`src/spm_pkg.sv`:
```
// Package with register map, field positions, reset values and types.
package spm_pkg;

  // ---------------------------------------------------------------
  // Register offsets
  // ---------------------------------------------------------------
  localparam logic [7:0] OFS_ENABLE  = 8'h00;
  localparam logic [7:0] OFS_CTRL    = 8'h04;
  localparam logic [7:0] OFS_STATUS  = 8'h08;
  localparam logic [7:0] OFS_TXHOLD  = 8'h0c;
  localparam logic [7:0] OFS_RXHOLD  = 8'h10;
  localparam logic [7:0] OFS_CLKCTL  = 8'h14;
  localparam logic [7:0] OFS_CLKGEN  = 8'h18;

  // ---------------------------------------------------------------
  // Reset values and writable masks
  // ---------------------------------------------------------------
  localparam logic [7:0] RST_ENABLE  = 8'h00;
  localparam logic [7:0] RST_CTRL    = 8'h02;
  localparam logic [7:0] RST_CLKCTL  = 8'h02;
  localparam logic [7:0] RST_CLKGEN  = 8'h02;
  localparam logic [7:0] RST_TXHOLD  = 8'h00;
  localparam logic [7:0] RST_RXHOLD  = 8'h00;
  localparam logic [7:0] WM_ENABLE   = 8'h01;
  localparam logic [7:0] WM_CTRL     = 8'h23;
  localparam logic [7:0] WM_CLKCTL   = 8'h17;
  localparam logic [7:0] WM_CLKGEN   = 8'h3f;

  // ---------------------------------------------------------------
  // Field positions
  // ---------------------------------------------------------------
  localparam int EN_BIT    = 0;
  localparam int ST_TXE    = 0;
  localparam int ST_RXF    = 1;
  localparam int ST_ACT    = 2;
  localparam int CT_BIT_ORDER_SEL   = 0;
  localparam int CT_AUTO   = 5;
  localparam int CC_TPH    = 0;
  localparam int CC_RPH    = 1;
  localparam int CC_POL    = 2;
  localparam int CC_SRC    = 4;

  // ---------------------------------------------------------------
  // Sizes and counts
  // ---------------------------------------------------------------
  localparam int         DATA_W    = 8;
  localparam int         BUF_DEPTH = 2;
  localparam logic [4:0] LAST_EDGE = 5'h0f;

  // ---------------------------------------------------------------
  // Types
  // ---------------------------------------------------------------
  typedef struct packed {
    logic       wr;
    logic       rd;
    logic [7:0] addr;
    logic [7:0] wdata;
  } spm_reg_req_t;

  typedef enum logic [2:0] {
    ST_IDLE  = 3'b001,
    ST_SHIFT = 3'b010,
    ST_DONE  = 3'b100
  } spm_state_t;

endpackage

```
`src/spm_core.sv`:
```
// Byte-oriented serial master with holding registers and status flags.
module spm_core (
  // Clock and reset.
  input  wire logic                  clk_i,
  input  wire logic                  rstn_i,
  // Register port.
  input  wire spm_pkg::spm_reg_req_t reg_req_i,
  output logic [7:0]                 reg_rdata_o,
  // Divider tick sources from the clock unit.
  input  wire logic                  fast_tick_i,
  input  wire logic                  slow_tick_i,
  // Interrupt requests and their masks.
  input  wire logic [1:0]            irq_mask_i,
  output logic                       tx_irq_req_o,
  output logic                       rx_irq_req_o,
  // Serial pins.
  output logic                       sclk_o,
  output logic                       serial_out_pin_o,
  input  wire logic                  serial_in_pin_i
);

  // ---------------------------------------------------------------
  // State
  // ---------------------------------------------------------------
  typedef struct packed {
    spm_pkg::spm_state_t st;
    logic [7:0]          enable;
    logic [7:0]          ctrl;
    logic [7:0]          clkctl;
    logic [7:0]          clkgen;
    logic [7:0]          tx_hold;
    logic [7:0]          rx_hold;
    logic                tx_empty;
    logic                rx_full;
    logic                active;
    logic [7:0]          out_sh;
    logic [7:0]          in_sh;
    logic [4:0]          edge_cnt;
    logic                sclk;
    logic                sdo;
    logic [7:0]          rdata;
    logic                irq_tx;
    logic                irq_rx;
    logic                si_s1;
    logic                si_s2;
  } spm_core_st_t;

  spm_core_st_t q;
  spm_core_st_t n;

  logic       en;
  logic       pol;
  logic       tph;
  logic       rph;
  logic       bit_order_sel;
  logic       half;
  logic       buf_in_ready;
  logic       buf_out_valid;
  logic [7:0] buf_out_data;
  logic       push;
  logic       pop;
  logic       load;
  logic       edge_ev;
  logic       odd_edge;
  logic       sample;
  logic       present;
  logic       wr_tx;
  logic       rd_rx;
  logic [7:0] src_sh;

  // ---------------------------------------------------------------
  // Decoded controls
  // ---------------------------------------------------------------
  assign en       = q.enable[spm_pkg::EN_BIT];
  assign pol      = q.clkctl[spm_pkg::CC_POL];
  assign tph      = q.clkctl[spm_pkg::CC_TPH];
  assign rph      = q.clkctl[spm_pkg::CC_RPH];
  assign bit_order_sel     = q.ctrl[spm_pkg::CT_BIT_ORDER_SEL];
  assign wr_tx    = reg_req_i.wr && (reg_req_i.addr == spm_pkg::OFS_TXHOLD);
  assign rd_rx    = reg_req_i.rd && (reg_req_i.addr == spm_pkg::OFS_RXHOLD);

  // A byte loads only when the receive side can take its answer.
  assign load     = en && (q.st == spm_pkg::ST_IDLE) && !q.tx_empty
                    && buf_in_ready;
  assign push     = (q.st == spm_pkg::ST_DONE);
  // A read in the same cycle frees the slot, so the pending byte moves now.
  assign pop      = buf_out_valid && (!q.rx_full || rd_rx);

  // Edge numbers count from one; an even counter value is an odd edge.
  assign edge_ev  = half && (q.st == spm_pkg::ST_SHIFT);
  assign odd_edge = !q.edge_cnt[0];
  assign sample   = edge_ev && (rph ? !odd_edge : odd_edge);
  assign present  = (load && !tph)
                    || (edge_ev && (tph ? odd_edge
                        : (!odd_edge && q.edge_cnt != spm_pkg::LAST_EDGE)));
  assign src_sh   = load ? q.tx_hold : q.out_sh;

  // ---------------------------------------------------------------
  // Helpers
  // ---------------------------------------------------------------
  spm_clkdiv u_div (
    .clk_i       (clk_i),
    .rstn_i      (rstn_i),
    .fast_tick_i (fast_tick_i),
    .slow_tick_i (slow_tick_i),
    .src_i       (q.clkctl[spm_pkg::CC_SRC]),
    .preload_i   (q.clkgen[5:0]),
    .run_i       (en && (q.st == spm_pkg::ST_SHIFT)),
    .half_o      (half)
  );

  // Completed bytes wait here until the receive holding register is free.
  spm_buf #(
    .W (spm_pkg::DATA_W),
    .D (spm_pkg::BUF_DEPTH)
  ) u_rxbuf (
    .clk_i       (clk_i),
    .rstn_i      (rstn_i),
    .in_valid_i  (push),
    .in_data_i   (q.in_sh),
    .in_ready_o  (buf_in_ready),
    .out_valid_o (buf_out_valid),
    .out_data_o  (buf_out_data),
    .out_ready_i (pop)
  );

  // ---------------------------------------------------------------
  // Next state
  // ---------------------------------------------------------------
  // Clears of rx_full and active are applied first so that a set in the same cycle wins.
  always_comb begin
    n = q;
    n.si_s1 = serial_in_pin_i;
    n.si_s2 = q.si_s1;

    // Register writes.
    if (reg_req_i.wr) begin
      case (reg_req_i.addr)
        spm_pkg::OFS_ENABLE: n.enable = reg_req_i.wdata & spm_pkg::WM_ENABLE;
        spm_pkg::OFS_CTRL:   n.ctrl   = reg_req_i.wdata & spm_pkg::WM_CTRL;
        spm_pkg::OFS_CLKCTL: n.clkctl = reg_req_i.wdata & spm_pkg::WM_CLKCTL;
        spm_pkg::OFS_CLKGEN: n.clkgen = reg_req_i.wdata & spm_pkg::WM_CLKGEN;
        default: ;
      endcase
    end

    // Receive read clears full, and with auto-read restarts the sender.
    if (rd_rx) begin
      n.rx_full = 1'b0;
      if (q.ctrl[spm_pkg::CT_AUTO]) begin
        n.tx_empty = 1'b0;
      end
    end

    // Moving a byte into receive holding ends the transaction.
    if (pop) begin
      n.rx_hold = buf_out_data;
      n.rx_full = 1'b1;
      n.active  = 1'b0;
    end

    // Shift engine.
    case (q.st)
      spm_pkg::ST_IDLE: begin
        n.sclk = pol;
        if (load) begin
          n.st       = spm_pkg::ST_SHIFT;
          n.edge_cnt = '0;
          n.out_sh   = q.tx_hold;
          n.tx_empty = 1'b1;
          n.active   = 1'b1;
        end
      end
      spm_pkg::ST_SHIFT: begin
        if (edge_ev) begin
          n.sclk     = !q.sclk;
          n.edge_cnt = q.edge_cnt + 5'h01;
          if (q.edge_cnt == spm_pkg::LAST_EDGE) begin
            n.st = spm_pkg::ST_DONE;
          end
        end
        if (sample) begin
          n.in_sh = bit_order_sel ? {q.si_s2, q.in_sh[7:1]}
                         : {q.in_sh[6:0], q.si_s2};
        end
      end
      spm_pkg::ST_DONE: begin
        // The buffer had room at load time, so the push always lands.
        n.st = spm_pkg::ST_IDLE;
      end
      default: n.st = spm_pkg::ST_IDLE;
    endcase

    // Present the next bit; phase zero shows bit one before any edge.
    if (present) begin
      n.sdo    = bit_order_sel ? src_sh[0] : src_sh[7];
      n.out_sh = bit_order_sel ? {1'b0, src_sh[7:1]} : {src_sh[6:0], 1'b0};
    end

    // A transmit write lands after the load, which used the old byte.
    if (wr_tx) begin
      n.tx_hold  = reg_req_i.wdata;
      n.tx_empty = 1'b0;
    end

    // Disabling abandons any byte in flight and parks the pins.
    if (!en) begin
      n.st   = spm_pkg::ST_IDLE;
      n.sclk = pol;
      n.sdo  = 1'b0;
    end

    // Read data is registered, one cycle after the strobe.
    n.rdata = 8'h00;
    if (reg_req_i.rd) begin
      case (reg_req_i.addr)
        spm_pkg::OFS_ENABLE: n.rdata = q.enable;
        spm_pkg::OFS_CTRL:   n.rdata = q.ctrl;
        spm_pkg::OFS_STATUS: n.rdata = {5'h00, q.active, q.rx_full,
                                        q.tx_empty};
        spm_pkg::OFS_TXHOLD: n.rdata = q.tx_hold;
        spm_pkg::OFS_RXHOLD: n.rdata = q.rx_hold;
        spm_pkg::OFS_CLKCTL: n.rdata = q.clkctl;
        spm_pkg::OFS_CLKGEN: n.rdata = q.clkgen;
        default:             n.rdata = 8'h00;
      endcase
    end

    // Requests follow the next flag values so they leave with the flags.
    n.irq_tx = n.tx_empty && !irq_mask_i[0];
    n.irq_rx = n.rx_full && !irq_mask_i[1];
  end

  // ---------------------------------------------------------------
  // State register
  // ---------------------------------------------------------------
  always_ff @(posedge clk_i or negedge rstn_i) begin
    if (!rstn_i) begin
      q          <= '0;
      q.st       <= spm_pkg::ST_IDLE;
      q.enable   <= spm_pkg::RST_ENABLE;
      q.ctrl     <= spm_pkg::RST_CTRL;
      q.clkctl   <= spm_pkg::RST_CLKCTL;
      q.clkgen   <= spm_pkg::RST_CLKGEN;
      q.tx_hold  <= spm_pkg::RST_TXHOLD;
      q.rx_hold  <= spm_pkg::RST_RXHOLD;
      q.tx_empty <= 1'b1;
      q.active   <= 1'b0;
      q.irq_tx   <= 1'b0;
    end else begin
      q <= n;
    end
  end

  assign reg_rdata_o      = q.rdata;
  assign sclk_o           = q.sclk;
  assign serial_out_pin_o = q.sdo;
  assign tx_irq_req_o     = q.irq_tx;
  assign rx_irq_req_o     = q.irq_rx;
endmodule // spm_core

```
`src/spm_buf.sv`:
```
// Two-entry buffer with valid and ready on both sides.
module spm_buf #(
  parameter int W = spm_pkg::DATA_W,
  parameter int D = spm_pkg::BUF_DEPTH
) (
  // Clock and reset.
  input  wire logic         clk_i,
  input  wire logic         rstn_i,
  // Filling side.
  input  wire logic         in_valid_i,
  input  wire logic [W-1:0] in_data_i,
  output logic              in_ready_o,
  // Draining side.
  output logic              out_valid_o,
  output logic [W-1:0]      out_data_o,
  input  wire logic         out_ready_i
);

  localparam int AW = (D > 1) ? $clog2(D) : 1;

  typedef struct packed {
    logic [D-1:0][W-1:0] mem;
    logic [AW-1:0]       wp;
    logic [AW-1:0]       rp;
    logic [AW:0]         cnt;
  } spm_buf_st_t;

  spm_buf_st_t q;
  spm_buf_st_t n;
  logic        push;
  logic        pop;

  // Full and empty come straight from the fill count.
  assign in_ready_o  = (q.cnt != (AW+1)'(D));
  assign out_valid_o = (q.cnt != '0);
  assign out_data_o  = q.mem[q.rp];
  assign push        = in_valid_i && in_ready_o;
  assign pop         = out_valid_o && out_ready_i;

  // Pointers wrap at the depth, which need not be a power of two.
  always_comb begin
    n = q;
    if (push) begin
      n.mem[q.wp] = in_data_i;
      n.wp = (q.wp == AW'(D-1)) ? '0 : q.wp + 1'b1;
    end
    if (pop) begin
      n.rp = (q.rp == AW'(D-1)) ? '0 : q.rp + 1'b1;
    end
    n.cnt = q.cnt + (AW+1)'(push) - (AW+1)'(pop);
  end

  // State register.
  always_ff @(posedge clk_i or negedge rstn_i) begin
    if (!rstn_i) begin
      q <= '0;
    end else begin
      q <= n;
    end
  end

endmodule // spm_buf

```
`src/spm_clkdiv.sv`:
```
// Serial clock divider producing one pulse per half period.
module spm_clkdiv (
  // Clock and reset.
  input  wire logic       clk_i,
  input  wire logic       rstn_i,
  // Tick sources and setup.
  input  wire logic       fast_tick_i,
  input  wire logic       slow_tick_i,
  input  wire logic       src_i,
  input  wire logic [5:0] preload_i,
  input  wire logic       run_i,
  // Half period pulse.
  output logic            half_o
);

  typedef struct packed {
    logic [5:0] cnt;
    logic       half;
  } spm_div_st_t;

  spm_div_st_t q;
  spm_div_st_t n;
  logic        tick;
  logic [5:0]  reload;

  // A zero preload cannot pass the source through, so it acts as one.
  assign tick   = src_i ? slow_tick_i : fast_tick_i;
  assign reload = (preload_i == 6'h00) ? 6'h00 : preload_i - 6'h01;
  assign half_o = q.half;

  // Count ticks down and pulse on reaching zero; idle holds the reload.
  always_comb begin
    n = q;
    n.half = 1'b0;
    if (!run_i) begin
      n.cnt = reload;
    end else if (tick) begin
      if (q.cnt == 6'h00) begin
        n.half = 1'b1;
        n.cnt  = reload;
      end else begin
        n.cnt = q.cnt - 6'h01;
      end
    end
  end

  // State register.
  always_ff @(posedge clk_i or negedge rstn_i) begin
    if (!rstn_i) begin
      q <= '0;
    end else begin
      q <= n;
    end
  end

endmodule // spm_clkdiv

```
`config.mk`:
```
export PLATFORM = sky130hd
export DESIGN_NAME = spm_core
export DESIGN_NICKNAME = d
export VERILOG_FILES = /design/src/spm_pkg.sv /design/src/spm_core.sv /design/src/spm_buf.sv /design/src/spm_clkdiv.sv
export SDC_FILE = /design/constraint.sdc
export NUM_CORES = 1
export LEC_CHECK = 0
export BUFFER_PORTS_ARGS = -buffer_cell sky130_fd_sc_hd__clkbuf_2
export CORE_MARGIN = 5
export CORE_UTILIZATION = 55
export CTS_BUF_LIST = sky130_fd_sc_hd__clkbuf_8
export DETAILED_ROUTE_END_ITERATION = 8
export GPL_ROUTABILITY_DRIVEN = 1
export GPL_TIMING_DRIVEN = 0
export PLACE_DENSITY = 0.87
export SYNTH_ARGS = -nofsm -noshare
export SYNTH_HDL_FRONTEND = slang
export SYNTH_HIERARCHICAL = 1
export SYNTH_SLANG_ARGS = --single-unit
```
`constraint.sdc`:
```
create_clock -name clk_i -period 1.9 [get_ports clk_i]
set_input_delay 0.38 -clock clk_i [delete_from_list [all_inputs] [get_ports clk_i]]
set_output_delay 0.38 -clock clk_i [all_outputs]
set_load 0.02 [all_outputs]
```
==> flow_metrics.py <==
metrics = {
    "layout": {
        "final_common_cell": "dfrtp_1",
        "layout.nets": 530,
        "drive_gt1_share_pct": 36.9,
        "fin_area_sq_um": 5760,
        "diodes": 0,
        "layout_common_cells": "dfrtp_1, mux2_2, nand2_1, clkbuf_2, buf_4",
        "utilization_pct": 65.7,
        "syn2layout_area_growth_pct": 15.5,
    },
    "placement": {
        "place_area_sq_um": 5320,
        "place_congestion": 0.922,
        "hpwl_um": 8040,
        "portBuffers": 33,
    },
    "synth": {
        "synth_top_flop_cell": "dfrtp_1",
        "synth_cells": 436,
        "synth_edf_count": 0,
        "synth-seq-cells": 98,
        "ys_types": 63,
        "seq_area_frac_synth_pct": 49.3,
        "netlist.area_leader.share_pct": 46.7,
        "avgSynthCellArea_sq_um": 11.4,
        "yosys_warnings": 6,
        "synth_top_area_cell": "dfrtp_1",
        "syn-num-nets": 468,
        "ys_top_cells_by_area": "dfrtp_1, mux2_2, mux2i_1, nand2_1, dfstp_2",
        "synth_area_sq_um": 4980,
        "async_flop_share_pct": 100,
    },
    "global_routing": {
        "grt_pass1_vias": 3883,
        "overflow": 0,
        "grt_pass1_wl_um": 18800,
        "grt_max_degree": 57,
        "grt.total_usage_pct": 21.1,
        "antenna_found_initial": 0,
    },
    "die": {
        "chipWidth_um": 105,
        "ios": 37,
        "fp-row-count": 34,
        "dieArea_sq_um": 11100,
        "start_util_pct": 56.9,
        "die_h_um": 105,
        "core_area_sq_um": 8760,
    },
    "worst_setup_path": {
        "path_cells": "and2b_2 > inv_2 > and4bb_4 > and2_4 > mux4_2 > a22o_1",
        "crit_arrival_ns": 2.24,
        "reg2regPathDepth": 6,
        "crit_path_top_delay_cell": "mux4_2",
        "path_delay_family": "simple AND/OR/NAND/NOR gates",
        "worstSetupPathType": "flop to flop",
        "path_buf_inv": 1,
        "start_kind": "flop",
        "crit_required_ns": 2.16,
        "ff2ff_setup_slack_ns": -0.07,
        "endpoint_kind": "flop",
        "max_stage_delay_ns": 0.51,
        "path_max_fanout": 5,
        "reg2reg_to": "q[28]$_DFFE_PN0P_",
        "r2r_start": "u_rxbuf/q[1]$_DFF_PN0_",
    },
    "sta": {
        "finClkSkew_ns": 0.0113,
        "slew_headroom_pct": 46.9,
        "rsz0062_at_grt": "true",
        "setup_viol": 7,
        "worst_pin_slew_ns": 0.797,
        "setup_ws_ns": -0.0737,
        "period_minus_slack_ns": 1.97,
        "slew_violations": 0,
        "fin_crit_sh_pct": 104,
        "max_freq_ghz": 0.507,
        "finalHoldViolations": 0,
        "setup_tns_ns": -0.308,
    },
    "cts": {
        "cts_tree": "built",
        "cts_buffer_depth": 2,
        "insertion_delay_ns": 0.36,
        "cts_root_buf": "clkbuf_8",
        "cts_max_level": 3,
        "numClockSinks": 98,
        "clk_pin_slew_ns": 0.09,
        "cts_buffers": 9,
    },
    "detailed_routing": {
        "drt_iter0_markers": 225,
        "ant_nets": 0,
        "post_drt_wl_per_cell_um": 19.1,
        "drc_errors": 0,
        "vias": 3731,
        "drt-vias-per-instance": 6.12,
        "wl_um": 11600,
        "detail_route.first_pass.iterations": 4,
    },
    "pwr": {
        "pwr-share-comb_pct": 14.6,
        "p_sw_share_pct": 26.5,
        "p_int_mw": 3.24,
        "power_frac_clock_pct": 32.5,
        "power_density_nw_per_um2": 766,
        "power.leakage_nw": 2.66,
        "p_sw_mw": 1.17,
        "total_power_mw": 4.41,
        "ir_drop_mv": 0.517,
        "p_seq_share_pct": 53.0,
    },
    "run": {
        "cap_violations": 0,
    },
    "status": {
        "violations": "setup timing",
        "status": "complete, but fails checks",
    },
    "min_path": {
        "hold_path.class": "input pin to asynchronous set/reset pin",
    },
}
[power by group through the flow]
stage / clock network (mW) / registers (mW) / logic, mW
after floorplan: 0 / 2.33 / 0.435
after global placement: 0 / 2.35 / 0.579
after detailed placement: 0 / 2.36 / 0.607
after CTS: 1.44 / 2.32 / 0.622
after global routing: 1.55 / 2.35 / 0.713
final: 1.43 / 2.33 / 0.642
[what timing repair did]
| item | 4_1_cts | 5_1_grt |
|---|---|---|
| hold buffers | 0 | 0 |
| setup buffers | 11 | 7 |
| cloned | 1 | 0 |
| resized for setup | 13 | 14 |
| endpoints found under the setup margin | 40 | 32 |
| pin swaps | 1 | 3 |
[cells in the mapped netlist, drive strengths merged, types with 5 or more instances]
master  number
mux2i       17
dfrtp       93
nor3b        6
nor2        22
dfstp        5
o22ai        6
nand2       38
o21ai       23
xnor2        5
nor3         5
buf         13
mux2        62
nand3       20
clkbuf      10
mux4         5
a21oi        9
nor2b       10
ha           7
inv         13
[metrics by stage]
| step | std cells | hold slack (ns) | setup WS, ns |
|---|---|---|---|
| 2_1_floorplan | 436 | 0.0844 | -0.117 |
| 3_3_place_gp | 577 | 0.334 | -0.691 |
| 3_5_place_dp | 578 | 0.349 | -0.651 |
| 4_1_cts | 604 | 0.110 | -0.0755 |
| 5_1_grt | 610 | 0.0939 | -0.142 |
| 6_report | 610 | 0.121 | -0.0737 |
[metal layers]
layer / GRT usage, % / vias to the layer above / routed length (um) / part of all wire [%]
li1: - / 1714 / - / -
met1: 25.4 / 1858 / 4500 / 39
met2: 36.6 / 126 / 6200 / 53
met3: 4.87 / 33 / 603 / 5.2
met4: 7.95 / 0 / 335 / 2.9
met5: 0 / - / 0 / 0
[cell families after synthesis]
family                     synth area share [%]
buffers and inverters                      3.51
xor gates and xnor gates                   1.23
AOI/OAI and AO/OA                          9.89
DFF                                        49.3
muxes                                      19.7
adders and majority gates                  1.76
and+or+nand+nor                            14.6
[state kept, by name, indices dropped and copies added, names as in the netlist]
| register | count |
|---|---|
| tx_irq_req_o | 1 |
| serial_out_pin_o | 1 |
| pol | 1 |
| reg_rdata_o | 8 |
| q | 55 |
| u_div/q | 6 |
| rx_irq_req_o | 1 |
| u_rxbuf/q | 20 |
| n | 1 |
| sclk_o | 1 |
| bit_order_sel | 1 |
| u_div/half_o | 1 |
| en | 1 |
[worst max-delay path by stage]
stage,to,startpoint,cells past startpoint
after global placement,u_rxbuf/q[18]$_DFFE_PN0P_,rstn_i,1
after detailed placement,u_rxbuf/q[11]$_DFFE_PN0P_,q[88]$_DFFE_PN0P_,4
after floorplan,q[28]$_DFFE_PN0P_,u_rxbuf/q[0]$_DFF_PN0_,7
after CTS,q[28]$_DFFE_PN0P_,u_rxbuf/q[1]$_DFF_PN0_,6
final,q[28]$_DFFE_PN0P_,u_rxbuf/q[1]$_DFF_PN0_,6
after global routing,q[28]$_DFFE_PN0P_,u_rxbuf/q[1]$_DFF_PN0_,6
[final cells by class]
cell class | instances | area [sq um]
plain buffers | 21 | 115
clock buffers | 9 | 124
clock inverters | 6 | 83.8
fillers | 664 | 3010
inverters | 13 | 48.8
multi-input cells | 303 | 2460
flip-flops and latches | 98 | 2460
well taps | 108 | 135
repair buffers | 52 | 323
No activity file was read; power rests on OpenSTA's default activity.
